--- config.mk ---
export PLATFORM = sky130hd
export DESIGN_NAME = reset_and_watchdog_control
export DESIGN_NICKNAME = d
export VERILOG_FILES = /design/src/verilog/rst_wdt_pkg.sv /design/src/verilog/reset_and_watchdog_control.sv /design/src/verilog/watchdog_counter.sv
export SDC_FILE = /design/constraint.sdc
export NUM_CORES = 1
export LEC_CHECK = 0
export BUFFER_PORTS_ARGS = -buffer_cell sky130_fd_sc_hd__buf_2
export CORE_ASPECT_RATIO = 0.8
export CORE_MARGIN = 2
export CORE_UTILIZATION = 50
export CTS_BUF_LIST = sky130_fd_sc_hd__clkbuf_2
export DETAILED_ROUTE_END_ITERATION = 12
export PLACE_DENSITY = 0.71
export SLEW_MARGIN = 20
export SYNTH_ARGS = -nofsm -noshare
export SYNTH_HDL_FRONTEND = slang
export SYNTH_HIERARCHICAL = 1
export SYNTH_SLANG_ARGS = --single-unit
--- constraint.sdc ---
create_clock -name clock -period 5.9 [get_ports clock]
set_input_delay 0.885 -clock clock [delete_from_list [all_inputs] [get_ports clock]]
set_output_delay 0.885 -clock clock [all_outputs]
set_load 0.02 [all_outputs]
--- src/verilog/rst_wdt_pkg.sv ---
// Contract
// - Hold every register at its initial value in reset; fetch reset vector on release.
// - Port pins go to safe state combinationally once any reset source is active; the supply monitor reaches them only via internal_reset.
// - After all sources release, internal reset stays until the delay count ends.
// - Reset sources are power-on detector, supply monitor in reset mode, low reset pin, and watchdog expiry.
// - Power-on release starts the delay counter before internal reset drops.
// - Supply falling below the power-on level reasserts reset at once, no delay.
// - Supply-low flag set while below level; interrupt when its enable is set.
// - Supply-low flag clears on level change, written zero, or supply recovery.
// - Monitor in reset mode holds reset while low, then runs power-up start-up.
// - Power-on reset flag is set once the supply has recovered.
// - Enabled reset pin low causes reset; short pulses need not.
// - Reset pin rising starts the delay count; release after the timeout.
// - Pin ignored during power-on count; extends reset only if low at its end.
// - Watchdog expiry gives a one-cycle reset pulse; delay starts after it.
// - Watchdog counter ticks at 128 kHz, independent of the system clock; the code divides the system clock by WDT_TICK_CYCLES instead.
// - Watchdog counter clears on kick, when disabled, and on any reset.
// - Ten selectable watchdog periods counted in watchdog oscillator cycles.
// - Watchdog expiry may raise an interrupt instead of a reset.
// - Always-on fuse selects safety level one or two.
// - Level one: enable freely; disable needs signature then write within four cycles.
// - Level two: enable reads one; period change needs signature window.
// - Watchdog reset flag forces the reset enable to one.
// - Periods double from 2048 to 1048576 cycles; other codes reserved.
// - Interrupt vector in combined mode clears interrupt enable and flag.
package rst_wdt_pkg;

	typedef logic [7:0] byte_type;
	typedef enum {ST_HOLD, ST_DELAY, ST_RUN} reset_state_type;

	// Clock and watchdog oscillator rates.
	localparam int CLK_HZ = 20_000_000;
	localparam int WDT_OSC_HZ = 128_000;
	localparam int WDT_TICK_CYCLES = CLK_HZ / WDT_OSC_HZ;

	// Reset stretch time.
	localparam int RESET_TIMEOUT_US = 64;
	localparam int RESET_TIMEOUT_CYCLES =
		RESET_TIMEOUT_US * (CLK_HZ / 1_000_000);

	// Protected change sequence.
	localparam byte_type CHANGE_PROTECT_SIGNATURE = 8'hD8;
	localparam logic [2:0] PROTECT_WINDOW_CYCLES = 3'h4;

	// Watchdog control byte layout.
	localparam int WDT_IRQ_FLAG_BIT = 7;
	localparam int WDT_IRQ_EN_BIT = 6;
	localparam int WDT_PERIOD_HI_BIT = 5;
	localparam int WDT_ENABLE_BIT = 3;
	localparam int WDT_PERIOD_LO_MSB = 2;

	// Watchdog periods.
	localparam int WDT_COUNT_W = 21;
	localparam int WDT_PERIOD_MIN_LOG2 = 11;
	localparam logic [3:0] WDT_PERIOD_MAX_CODE = 4'h9;

	// Supply monitor control byte layout.
	localparam int MON_FLAG_BIT = 7;
	localparam int MON_IRQ_EN_BIT = 6;
	localparam int MON_LEVEL_MSB = 2;
	localparam logic [2:0] MON_LEVEL_OFF = 3'h0;
	localparam logic [2:0] MON_RESET_LEVEL_MAX = 3'h2;

	// Reset cause flags layout.
	localparam int POR_FLAG_BIT = 0;
	localparam int EXT_FLAG_BIT = 1;
	localparam int WDT_FLAG_BIT = 3;

	// Synchroniser order and reset image: por, pin, below, fuse.
	localparam int SYNC_POR = 0;
	localparam int SYNC_PIN = 1;
	localparam int SYNC_BELOW = 2;
	localparam int SYNC_FUSE = 3;
	localparam logic [3:0] SYNC_RESET = 4'hB;

	// Period select to cycle count; reserved codes act as the longest.
	function automatic logic [WDT_COUNT_W-1:0] wdt_period_cycles(
		input logic [3:0] sel);
		logic [3:0] s;
		s = (sel > WDT_PERIOD_MAX_CODE) ? WDT_PERIOD_MAX_CODE : sel;
		return WDT_COUNT_W'(1) << (WDT_PERIOD_MIN_LOG2 + int'(s));
	endfunction : wdt_period_cycles

endpackage : rst_wdt_pkg

--- src/verilog/reset_and_watchdog_control.sv ---
`timescale 1ns/1ps
module reset_and_watchdog_control #(
	parameter int RESET_TIMEOUT_CYCLES = rst_wdt_pkg::RESET_TIMEOUT_CYCLES,
	parameter int TICK_CYCLES = rst_wdt_pkg::WDT_TICK_CYCLES
) (
	// Clock and reset
	input wire logic clock,
	input wire logic resetn,
	// Reset sources and straps from outside the clock domain
	input wire logic por_active,
	input wire logic ext_reset_pin,
	input wire logic supply_below_level,
	input wire logic watchdog_always_on_fuse,
	// Static configuration
	input wire logic ext_reset_enable,
	// Core events
	input wire logic watchdog_kick,
	input wire logic wdt_vector_ack,
	// Change-protect key write
	input wire logic change_protect_key_write,
	input wire rst_wdt_pkg::byte_type change_protect_key_wdata,
	// Watchdog control byte
	input wire logic wdt_ctrl_write,
	input wire rst_wdt_pkg::byte_type wdt_ctrl_wdata,
	output rst_wdt_pkg::byte_type wdt_ctrl_rdata,
	// Supply monitor control byte
	input wire logic supply_monitor_ctrl_write,
	input wire rst_wdt_pkg::byte_type supply_monitor_ctrl_wdata,
	output rst_wdt_pkg::byte_type supply_monitor_ctrl_rdata,
	// Reset cause flags
	input wire logic rst_flag_write,
	input wire rst_wdt_pkg::byte_type rst_flag_wdata,
	output rst_wdt_pkg::byte_type rst_flag_rdata,
	// Reset and interrupt outputs
	output logic internal_reset,
	output logic io_safe_state,
	output logic fetch_reset_vector,
	output logic watchdog_irq,
	output logic supply_low_irq
);
	import rst_wdt_pkg::*;

	if (RESET_TIMEOUT_CYCLES < 1 || RESET_TIMEOUT_CYCLES > 65535)
	begin : g_bad_timeout
		$error("Reset timeout must fit a 16-bit counter.");
	end

	localparam logic [15:0] TIMEOUT_LOAD = 16'(RESET_TIMEOUT_CYCLES - 1);

	logic [3:0] meta_reg;
	logic [3:0] sync_reg;
	logic por_s, pin_s, below_s, fuse_s;
	logic level_two_reg;
	reset_state_type state_reg;
	logic [15:0] delay_cnt_reg;
	logic por_phase_reg;
	logic hard_src, ext_active, ext_trigger;
	logic por_prev_reg;
	logic [2:0] mon_level_reg;
	logic mon_irq_en_reg, supply_low_flag_reg, below_prev_reg;
	logic mon_below, mon_reset_req, mon_set, mon_clear;
	logic [2:0] win_cnt_reg;
	logic window_open, key_ok;
	logic wd_enable_reg, wd_irq_en_reg, wd_irq_flag_reg;
	logic [3:0] wd_period_reg;
	logic [3:0] wd_period_wr;
	logic eff_enable, irq_mode, wd_run, wd_clear, expire;
	logic wd_fire, wd_flag_set, wd_pulse_reg;
	logic por_flag_reg, ext_flag_reg, wd_cause_reg;

	// Two flip-flops ahead of any logic but io_safe_state for every pin and analog input.
	always_ff @(posedge clock or negedge resetn) begin
		if (!resetn) begin
			meta_reg <= SYNC_RESET;
			sync_reg <= SYNC_RESET;
		end else begin
			meta_reg <= {watchdog_always_on_fuse, supply_below_level,
				ext_reset_pin, por_active};
			sync_reg <= meta_reg;
		end
	end
	assign por_s = sync_reg[SYNC_POR];
	assign pin_s = sync_reg[SYNC_PIN];
	assign below_s = sync_reg[SYNC_BELOW];
	assign fuse_s = sync_reg[SYNC_FUSE];

	// Fuse is a strap: it is sampled only while the core sits in reset.
	// A programmed fuse (low) selects safety level two.
	always_ff @(posedge clock or negedge resetn) begin
		if (!resetn)
			level_two_reg <= 1'b0;
		else if (internal_reset)
			level_two_reg <= !fuse_s;
	end

	// Reset source decode; the pin counts only when enabled.
	assign ext_active = ext_reset_enable && !pin_s;
	assign hard_src = por_s || mon_reset_req;
	assign ext_trigger = ext_active && !hard_src &&
		((state_reg == ST_RUN) ||
		(state_reg == ST_DELAY && !por_phase_reg));

	// Reset sequencer: hold while a source is active, then stretch.
	always_ff @(posedge clock or negedge resetn) begin
		if (!resetn) begin
			state_reg <= ST_HOLD;
			delay_cnt_reg <= TIMEOUT_LOAD;
			por_phase_reg <= 1'b1;
			fetch_reset_vector <= 1'b0;
		end else begin
			fetch_reset_vector <= 1'b0;
			case (state_reg)
				ST_HOLD: begin
					if (hard_src)
						por_phase_reg <= 1'b1;
					// Delay begins only after every source is gone.
					if (!hard_src && !ext_active) begin
						state_reg <= ST_DELAY;
						delay_cnt_reg <= TIMEOUT_LOAD;
					end
				end
				ST_DELAY: begin
					if (hard_src) begin
						state_reg <= ST_HOLD;
						por_phase_reg <= 1'b1;
					end else if (ext_trigger) begin
						state_reg <= ST_HOLD;
					end else if (delay_cnt_reg == 16'h0000) begin
						por_phase_reg <= 1'b0;
						// Pin checked once, at the end of the power-on count.
						if (por_phase_reg && ext_active) begin
							state_reg <= ST_HOLD;
						end else begin
							state_reg <= ST_RUN;
							fetch_reset_vector <= 1'b1;
						end
					end else begin
						delay_cnt_reg <= delay_cnt_reg - 1'b1;
					end
				end
				ST_RUN: begin
					if (hard_src) begin
						state_reg <= ST_HOLD;
						por_phase_reg <= 1'b1;
					end else if (ext_trigger) begin
						state_reg <= ST_HOLD;
					end else if (wd_pulse_reg) begin
						// Count starts on the falling edge of the pulse.
						state_reg <= ST_DELAY;
						delay_cnt_reg <= TIMEOUT_LOAD;
					end
				end
				default: begin
					state_reg <= ST_HOLD;
				end
			endcase
		end
	end

	// Core reset includes the single watchdog pulse cycle.
	assign internal_reset = (state_reg != ST_RUN) || wd_pulse_reg;
	// Port pins need no clock to reach their safe state, so the raw
	// sources are gated straight through here.
	assign io_safe_state = por_active || internal_reset ||
		(ext_reset_enable && !ext_reset_pin);

	// Supply monitor decode; level zero turns the monitor off.
	assign mon_below = (mon_level_reg != MON_LEVEL_OFF) && below_s;
	assign mon_reset_req = mon_below &&
		(mon_level_reg <= MON_RESET_LEVEL_MAX);
	assign mon_set = mon_below && !below_prev_reg;
	assign mon_clear = !mon_below || (supply_monitor_ctrl_write &&
		(!supply_monitor_ctrl_wdata[MON_FLAG_BIT] ||
		supply_monitor_ctrl_wdata[MON_LEVEL_MSB:0] != mon_level_reg));

	// Monitor setup survives the core reset it may itself cause;
	// only power-on clears it, else reset mode could never hold.
	always_ff @(posedge clock or negedge resetn) begin
		if (!resetn) begin
			mon_level_reg <= MON_LEVEL_OFF;
			mon_irq_en_reg <= 1'b0;
		end else if (por_s) begin
			mon_level_reg <= MON_LEVEL_OFF;
			mon_irq_en_reg <= 1'b0;
		end else if (supply_monitor_ctrl_write) begin
			mon_level_reg <= supply_monitor_ctrl_wdata[MON_LEVEL_MSB:0];
			mon_irq_en_reg <= supply_monitor_ctrl_wdata[MON_IRQ_EN_BIT];
		end
	end

	// Supply-low flag: a new fall wins over any clear.
	always_ff @(posedge clock or negedge resetn) begin
		if (!resetn) begin
			supply_low_flag_reg <= 1'b0;
			below_prev_reg <= 1'b0;
		end else begin
			below_prev_reg <= mon_below;
			if (mon_set)
				supply_low_flag_reg <= 1'b1;
			else if (mon_clear)
				supply_low_flag_reg <= 1'b0;
		end
	end
	assign supply_low_irq = supply_low_flag_reg && mon_irq_en_reg;

	// Protected-change window, four cycles or one write.
	assign key_ok = change_protect_key_write &&
		change_protect_key_wdata == CHANGE_PROTECT_SIGNATURE;
	assign window_open = win_cnt_reg != 3'h0;
	always_ff @(posedge clock or negedge resetn) begin
		if (!resetn)
			win_cnt_reg <= 3'h0;
		else if (internal_reset)
			win_cnt_reg <= 3'h0;
		else if (key_ok)
			win_cnt_reg <= PROTECT_WINDOW_CYCLES;
		else if (wdt_ctrl_write && window_open)
			win_cnt_reg <= 3'h0;
		else if (window_open)
			win_cnt_reg <= win_cnt_reg - 1'b1;
	end

	// Mode decode; the cause flag and level two pin the reset enable.
	assign eff_enable = wd_enable_reg || wd_cause_reg || level_two_reg;
	assign irq_mode = wd_irq_en_reg && !level_two_reg;
	assign wd_run = eff_enable || irq_mode;
	assign wd_clear = watchdog_kick || internal_reset;
	assign wd_period_wr = {wdt_ctrl_wdata[WDT_PERIOD_HI_BIT],
		wdt_ctrl_wdata[WDT_PERIOD_LO_MSB:0]};

	watchdog_counter #(
		.TICK_CYCLES(TICK_CYCLES)
	) u_counter (
		.clock(clock),
		.resetn(resetn),
		.run(wd_run),
		.clear(wd_clear),
		.period_select(wd_period_reg),
		.expire(expire)
	);

	// Combined mode interrupts first and resets on the next expiry
	// if the flag was never serviced.
	assign wd_fire = expire && !internal_reset && eff_enable &&
		(!irq_mode || wd_irq_flag_reg);
	assign wd_flag_set = expire && !internal_reset && irq_mode &&
		!(eff_enable && wd_irq_flag_reg);

	// Watchdog configuration writes.
	always_ff @(posedge clock or negedge resetn) begin
		if (!resetn) begin
			wd_enable_reg <= 1'b0;
			wd_irq_en_reg <= 1'b0;
			wd_period_reg <= 4'h0;
		end else if (internal_reset) begin
			wd_enable_reg <= 1'b0;
			wd_irq_en_reg <= 1'b0;
			wd_period_reg <= 4'h0;
		end else if (wdt_ctrl_write) begin
			wd_irq_en_reg <= wdt_ctrl_wdata[WDT_IRQ_EN_BIT];
			if (!level_two_reg) begin
				wd_period_reg <= wd_period_wr;
				// Setting is free; clearing needs the open window.
				if (wdt_ctrl_wdata[WDT_ENABLE_BIT])
					wd_enable_reg <= 1'b1;
				else if (window_open)
					wd_enable_reg <= 1'b0;
			end else if (window_open) begin
				wd_period_reg <= wd_period_wr;
			end
		end else if (wdt_vector_ack && eff_enable) begin
			wd_irq_en_reg <= 1'b0;
		end
	end

	// Interrupt flag: expiry wins over vector and write-one clears.
	always_ff @(posedge clock or negedge resetn) begin
		if (!resetn)
			wd_irq_flag_reg <= 1'b0;
		else if (wd_flag_set)
			wd_irq_flag_reg <= 1'b1;
		else if (internal_reset || wdt_vector_ack)
			wd_irq_flag_reg <= 1'b0;
		else if (wdt_ctrl_write && wdt_ctrl_wdata[WDT_IRQ_FLAG_BIT])
			wd_irq_flag_reg <= 1'b0;
	end
	assign watchdog_irq = wd_irq_flag_reg && wd_irq_en_reg;

	// Reset pulse from the watchdog, exactly one cycle.
	always_ff @(posedge clock or negedge resetn) begin
		if (!resetn)
			wd_pulse_reg <= 1'b0;
		else
			wd_pulse_reg <= wd_fire && !wd_pulse_reg;
	end

	// Reset cause flags; hardware set wins over a software zero.
	always_ff @(posedge clock or negedge resetn) begin
		if (!resetn) begin
			por_prev_reg <= 1'b1;
			por_flag_reg <= 1'b0;
			ext_flag_reg <= 1'b0;
			wd_cause_reg <= 1'b0;
		end else begin
			por_prev_reg <= por_s;
			if (por_prev_reg && !por_s)
				por_flag_reg <= 1'b1;
			else if (rst_flag_write && !rst_flag_wdata[POR_FLAG_BIT])
				por_flag_reg <= 1'b0;
			if (ext_trigger)
				ext_flag_reg <= 1'b1;
			else if (rst_flag_write && !rst_flag_wdata[EXT_FLAG_BIT])
				ext_flag_reg <= 1'b0;
			if (wd_pulse_reg)
				wd_cause_reg <= 1'b1;
			else if (rst_flag_write && !rst_flag_wdata[WDT_FLAG_BIT])
				wd_cause_reg <= 1'b0;
		end
	end

	// Read images; reserved bits read zero.
	assign wdt_ctrl_rdata = {wd_irq_flag_reg, wd_irq_en_reg,
		wd_period_reg[3], 1'b0, eff_enable, wd_period_reg[2:0]};
	assign supply_monitor_ctrl_rdata = {supply_low_flag_reg,
		mon_irq_en_reg, 3'h0, mon_level_reg};
	assign rst_flag_rdata = {4'h0, wd_cause_reg, 1'b0, ext_flag_reg,
		por_flag_reg};

	// Checks on the sequencer, supply monitor and watchdog.
	property p_por_holds;
		@(posedge clock) disable iff (!resetn)
		por_s |=> state_reg == ST_HOLD;
	endproperty
	a_por_holds: assert property (p_por_holds)
		else $error("Power-on source did not force hold.");

	property p_release_after_count;
		@(posedge clock) disable iff (!resetn)
		$rose(state_reg == ST_RUN) |->
			$past(state_reg) == ST_DELAY && $past(delay_cnt_reg) == 16'h0000
			&& fetch_reset_vector;
	endproperty
	a_release_after_count: assert property (p_release_after_count)
		else $error("Release without a completed delay count.");

	property p_wd_pulse;
		@(posedge clock) disable iff (!resetn)
		wd_pulse_reg |=> !wd_pulse_reg && state_reg == ST_DELAY &&
			delay_cnt_reg == TIMEOUT_LOAD && wd_cause_reg;
	endproperty
	a_wd_pulse: assert property (p_wd_pulse)
		else $error("Watchdog pulse not one cycle or delay not started.");

	property p_pin_ignored;
		@(posedge clock) disable iff (!resetn)
		(state_reg == ST_DELAY && por_phase_reg && !hard_src &&
			delay_cnt_reg != 16'h0000) |=> state_reg == ST_DELAY;
	endproperty
	a_pin_ignored: assert property (p_pin_ignored)
		else $error("Reset pin acted during power-on count.");

	property p_flag_clears;
		@(posedge clock) disable iff (!resetn)
		!mon_below |=> !supply_low_flag_reg;
	endproperty
	a_flag_clears: assert property (p_flag_clears)
		else $error("Supply-low flag stayed set above level.");

	property p_enable_forced;
		@(posedge clock) disable iff (!resetn)
		(wd_cause_reg || level_two_reg) |-> wdt_ctrl_rdata[WDT_ENABLE_BIT];
	endproperty
	a_enable_forced: assert property (p_enable_forced)
		else $error("Watchdog enable read zero while forced.");

	property p_no_free_disable;
		@(posedge clock) disable iff (!resetn)
		(wdt_ctrl_write && !window_open && wd_enable_reg &&
			!internal_reset) |=> wd_enable_reg;
	endproperty
	a_no_free_disable: assert property (p_no_free_disable)
		else $error("Watchdog disabled without protected window.");

	property p_window_closes;
		@(posedge clock) disable iff (!resetn)
		key_ok && !internal_reset ##1 !key_ok [*4] |=> !window_open;
	endproperty
	a_window_closes: assert property (p_window_closes)
		else $error("Protect window open beyond four cycles.");

	property p_vector_clears;
		@(posedge clock) disable iff (!resetn)
		(wdt_vector_ack && eff_enable && !wdt_ctrl_write && !wd_flag_set)
			|=> !wd_irq_en_reg && !wd_irq_flag_reg;
	endproperty
	a_vector_clears: assert property (p_vector_clears)
		else $error("Vector did not clear watchdog interrupt state.");

	c_wd_reset: cover property (@(posedge clock) disable iff (!resetn)
		wd_pulse_reg);
	c_release: cover property (@(posedge clock) disable iff (!resetn)
		fetch_reset_vector);
	c_supply_irq: cover property (@(posedge clock) disable iff (!resetn)
		supply_low_irq);
	c_pin_extend: cover property (@(posedge clock) disable iff (!resetn)
		state_reg == ST_DELAY && por_phase_reg && ext_active &&
		delay_cnt_reg == 16'h0000);

endmodule : reset_and_watchdog_control

--- src/verilog/watchdog_counter.sv ---
`timescale 1ns/1ps
module watchdog_counter #(
	parameter int TICK_CYCLES = rst_wdt_pkg::WDT_TICK_CYCLES
) (
	// Clock and reset
	input wire logic clock,
	input wire logic resetn,
	// Control
	input wire logic run,
	input wire logic clear,
	input wire logic [3:0] period_select,
	// Expiry pulse
	output logic expire
);
	import rst_wdt_pkg::*;

	localparam int DIV_W = $clog2(TICK_CYCLES);

	if (TICK_CYCLES < 2) begin : g_bad_tick
		$error("Watchdog tick divider must be at least two.");
	end

	logic [DIV_W-1:0] div_reg;
	logic tick;
	logic [WDT_COUNT_W-1:0] count_reg;
	logic [WDT_COUNT_W-1:0] limit;
	logic at_limit;

	// The divider stands in for the separate oscillator; it never stops,
	// so the watchdog keeps time whatever the core is doing.
	assign tick = div_reg == DIV_W'(TICK_CYCLES - 1);
	always_ff @(posedge clock or negedge resetn) begin
		if (!resetn)
			div_reg <= '0;
		else if (tick)
			div_reg <= '0;
		else
			div_reg <= div_reg + 1'b1;
	end

	// Period length in oscillator cycles.
	assign limit = wdt_period_cycles(period_select);
	assign at_limit = count_reg == limit - 1'b1;

	// Counter clears on kick, disable or reset.
	always_ff @(posedge clock or negedge resetn) begin
		if (!resetn)
			count_reg <= '0;
		else if (clear || !run)
			count_reg <= '0;
		else if (tick)
			count_reg <= at_limit ? '0 : count_reg + 1'b1;
	end

	// One-cycle expiry pulse.
	always_ff @(posedge clock or negedge resetn) begin
		if (!resetn)
			expire <= 1'b0;
		else
			expire <= run && !clear && tick && at_limit;
	end

endmodule : watchdog_counter
==> flow_summary_export.csv <==
group,metric,value,unit
synthesis,synth-edff-count,0,
floorplan,die_w,117,microns
routing,routedWlPerCell,15.5,microns
timing,finClkSkew,0.0209,ns
floorplan,die_h,94.4,microns
final_layout,insertedDiodeCount,0,
cts,holdBufCountCts,0,
global_route,grt_max_degree,81,
routing,totalWireLength,11400,microns
cts,htree_levels,3,
synthesis,yosys_most_used_dff,"dfrtp_1",
pwr,irDropWorstVdd,0.109,mV
pwr,clockPowerShare,28.0,%
routing,m1WireLength,5410,microns
worst_hold_path,hold_class,"reg2reg",
synthesis,synth.top_cells.by_area,"dfrtp_1 (31%), dfstp_2 (8.8%), nor3_1 (3.8%)",
status,outcome,"complete, no violations",
critical_path,rrSetupSlack,1.27,ns
routing,vias_per_cell,5.92,
synthesis,syn_avg_cell_area,9.04,sq um
final_layout,final_cell_mix,"dfrtp_1 (63), buf_2 (54), nor2_1 (46), nand2_1 (42), nor3_1 (39)",
pwr,p_comb_share,11.6,%
critical_path,reg2reg_from,"wd_period_reg[0]",
cts,post-cts-setup-buffer-count,0,
cts,cts_resized,0,
pwr,leakage,2.34,nW
timing,period_needed,4.63,ns
place,dp_hpwl,8130,microns
critical_path,r2r.worst_path.cells,14,
critical_path,r2r-end,"u_counter/count_reg[17]",
routing,dr_wl_met3,545,microns
cts,cts_tree,"yes",
timing,hold_viol,0,
cts,cts_buffers,9,
timing,whs,0.373,ns
global_route,globalRouteOverflowTotal,0,
floorplan,die_area,0.0110,sq mm
routing,top_layer,"met4",
floorplan,rows,32,
cts,cts_max_path_buffers,2,
cts,insertion_delay,0.55,ns
critical_path,worstSetupPathType,"reg2reg",
final_layout,layout-drive-gt1-share,17.9,%
timing,report.final.slew_viol_count,0,
final_layout,final_common_cell,"dfrtp_1",
worst_hold_path,hold_path_startpoint,"meta_reg[0]",
final_layout,largest_reg_flops,21,
floorplan,ios,74,
synthesis,synth_warnings,6,
pwr,power_switching,0.307,mW
synthesis,synthArstFlopShare,100,%
place,numPortBuffers,55,
cts,clkSinkCount,80,
synthesis,synth-seq-cells,80,
place,gp_congestion,0.915,
global_route,grt_pass1_wl,19400,microns
timing,setup_viol_count_final,0,
routing,first_pass_iters,5,
timing,fin_crit_sh,78.5,%
flow_run,maxCapViolCount,0,
pwr,seq_power_share,60.5,%
synthesis,netlist_instances,565,
synthesis,synth_cell_type_count,76,
routing,drt_iter0_drc,334,
floorplan,initial_utilization,52.3,%
synthesis,synth_seq_area_share,39.6,%
final_layout,nFillCells,929,
worst_hold_path,holdPathStages,0,
critical_path,end_kind,"flop",
critical_path,cp.arrival,5.04,ns
pwr,p_int,0.751,mW
timing,max_freq,216,MHz
synthesis,yosysTopAreaCellShare,30.9,%
cts,root_buffer,"clkbuf_2",
synthesis,synth_area_leader_cell,"dfrtp_1",
routing,remaining_drc_errors,0,
routing,met2_length,5250,microns
critical_path,cp.required,6.31,ns
timing,maxSlewHeadroom,33.1,%
global_route,grt_pass1_vias,4013,
timing,worstMarginPinSlew,1.00,ns
global_route,antenna_found_initial,0,
pwr,swShare,29.0,%
routing,drtAntennaViolNets,0,
timing,setup-tns-final,0,ns
timing,grt_setup_unrepaired,"false",
critical_path,crit_path_start_kind,"flop",
cts,clk_pin_slew,0.21,ns
final_layout,fin_nets,647,
global_route,grt_usage,22.2,%
worst_hold_path,hold_end,"sync_reg[0]",
final_layout,area_growth,6.96,%
critical_path,cp_max_fo,19,
synthesis,synth_area,0.00510,sq mm
floorplan,core-area,0.00977,sq mm
pwr,powerDensity,194,mW/mm^2
routing,vias,4349,
[cell families (layout without fill, tap and decap cells)]
logic type	count (synthesis)	after routing	synth area share [%]
and+or+nand+nor	245	245	26.6
AOI/OAI and AO/OA	109	109	14.8
DFF	80	80	39.6
buffers and inverters	67	93	6.76
xor gates and xnor gates	39	39	6.96
muxes	16	16	3.26
adders and majority gates	8	8	1.96
other	1	9	0.0735
[per-stage QoR]
stage                     cells  power (mW)  cell area (sq um)  worst slack, ns  util (%)
final                       735        1.06               5460             1.27      55.9
after global routing        735        1.12               5460            0.964      55.9
after CTS                   735        1.07               5450             1.34      55.8
after detailed placement    719       0.769               5340             1.39      54.6
after global placement      719       0.763               5340             1.44      54.6
after floorplan             573       0.729               5130             1.72         -
[layout make-up]
cell class / count / area [sq um] / share of cell area (%)
multi-input cells: 426 / 2780 / 50.8
repair buffers: 59 / 308 / 5.64
flip-flops and latches: 80 / 2020 / 37.1
clock inverters: 7 / 68.8 / 1.26
clock buffers: 9 / 45.0 / 0.825
inverters: 18 / 70.1 / 1.28
well taps: 136 / 170 / 3.12
[power groups by stage]
| stage | clock, mW | combinational [mW] | sequential, mW |
|---|---|---|---|
| floorplan | 0 | 0.0923 | 0.637 |
| global placement | 0 | 0.119 | 0.644 |
| detailed placement | 0 | 0.122 | 0.647 |
| CTS | 0.310 | 0.122 | 0.638 |
| global route | 0.339 | 0.138 | 0.645 |
| finish | 0.296 | 0.122 | 0.639 |
[cells in the mapped netlist, types with 3 or more instances]
cell and n:
o21ai_0 21, ha_1 8, a22o_1 5, clkbuf_1 22
dfrtp_1 63, o21a_1 4, o211ai_1 3, xor2_1 16
and3_1 13, mux2i_1 14, nand4b_1 3, a211o_1 4
nand2_1 42, nor3_1 39, buf_4 19, a21oi_1 22
a31oi_1 9, nor2b_1 5, nor4_1 7, or4_1 3
nor4b_1 3, nand3_1 15, and2_1 7, inv_1 17
o31a_1 4, a211oi_1 6, buf_2 4, nand3b_1 4
o31ai_1 4, xnor2_1 22, nor2_1 46, nand4_1 15
dfstp_2 17, or3_1 9, nand2b_1 12, o41ai_1 3
and4_1 6
[worst max path at each step]
stage,slack [ns],from,endpoint,cells past startpoint
final,1.27,wd_period_reg[0],u_counter/count_reg[17],14
after CTS,1.34,wd_period_reg[0],u_counter/count_reg[17],14
after global placement,1.44,wd_period_reg[0],u_counter/count_reg[17],14
after floorplan,1.72,wd_period_reg[2],u_counter/count_reg[11],14
after global routing,0.96,wd_period_reg[0],u_counter/count_reg[13],14
after detailed placement,1.39,wd_period_reg[0],u_counter/count_reg[17],14
[per-layer routing]
metal  global-route usage (%)  vias to the layer above
li1                         -                     2080
met1                     30.7                     2140
met2                     35.2                      115
met3                     4.62                       14
met4                     6.57                        0
met5                        0                        -
[critical path, cell delays in order (launching register included)]
cell and delay, ns:
dfrtp_1 0.61, nor2_1 0.46, nand2_1 0.11, ha_1 0.36
nor4b_2 0.52, nand2_1 0.12, ha_1 0.26, nand2b_1 0.16
or3_1 0.33, a21oi_1 0.20, nor2_1 0.07, or4_1 0.62
nor4_4 0.30, buf_4 0.28, nor3_1 0.08
No activity file was read; power rests on OpenSTA's default activity.
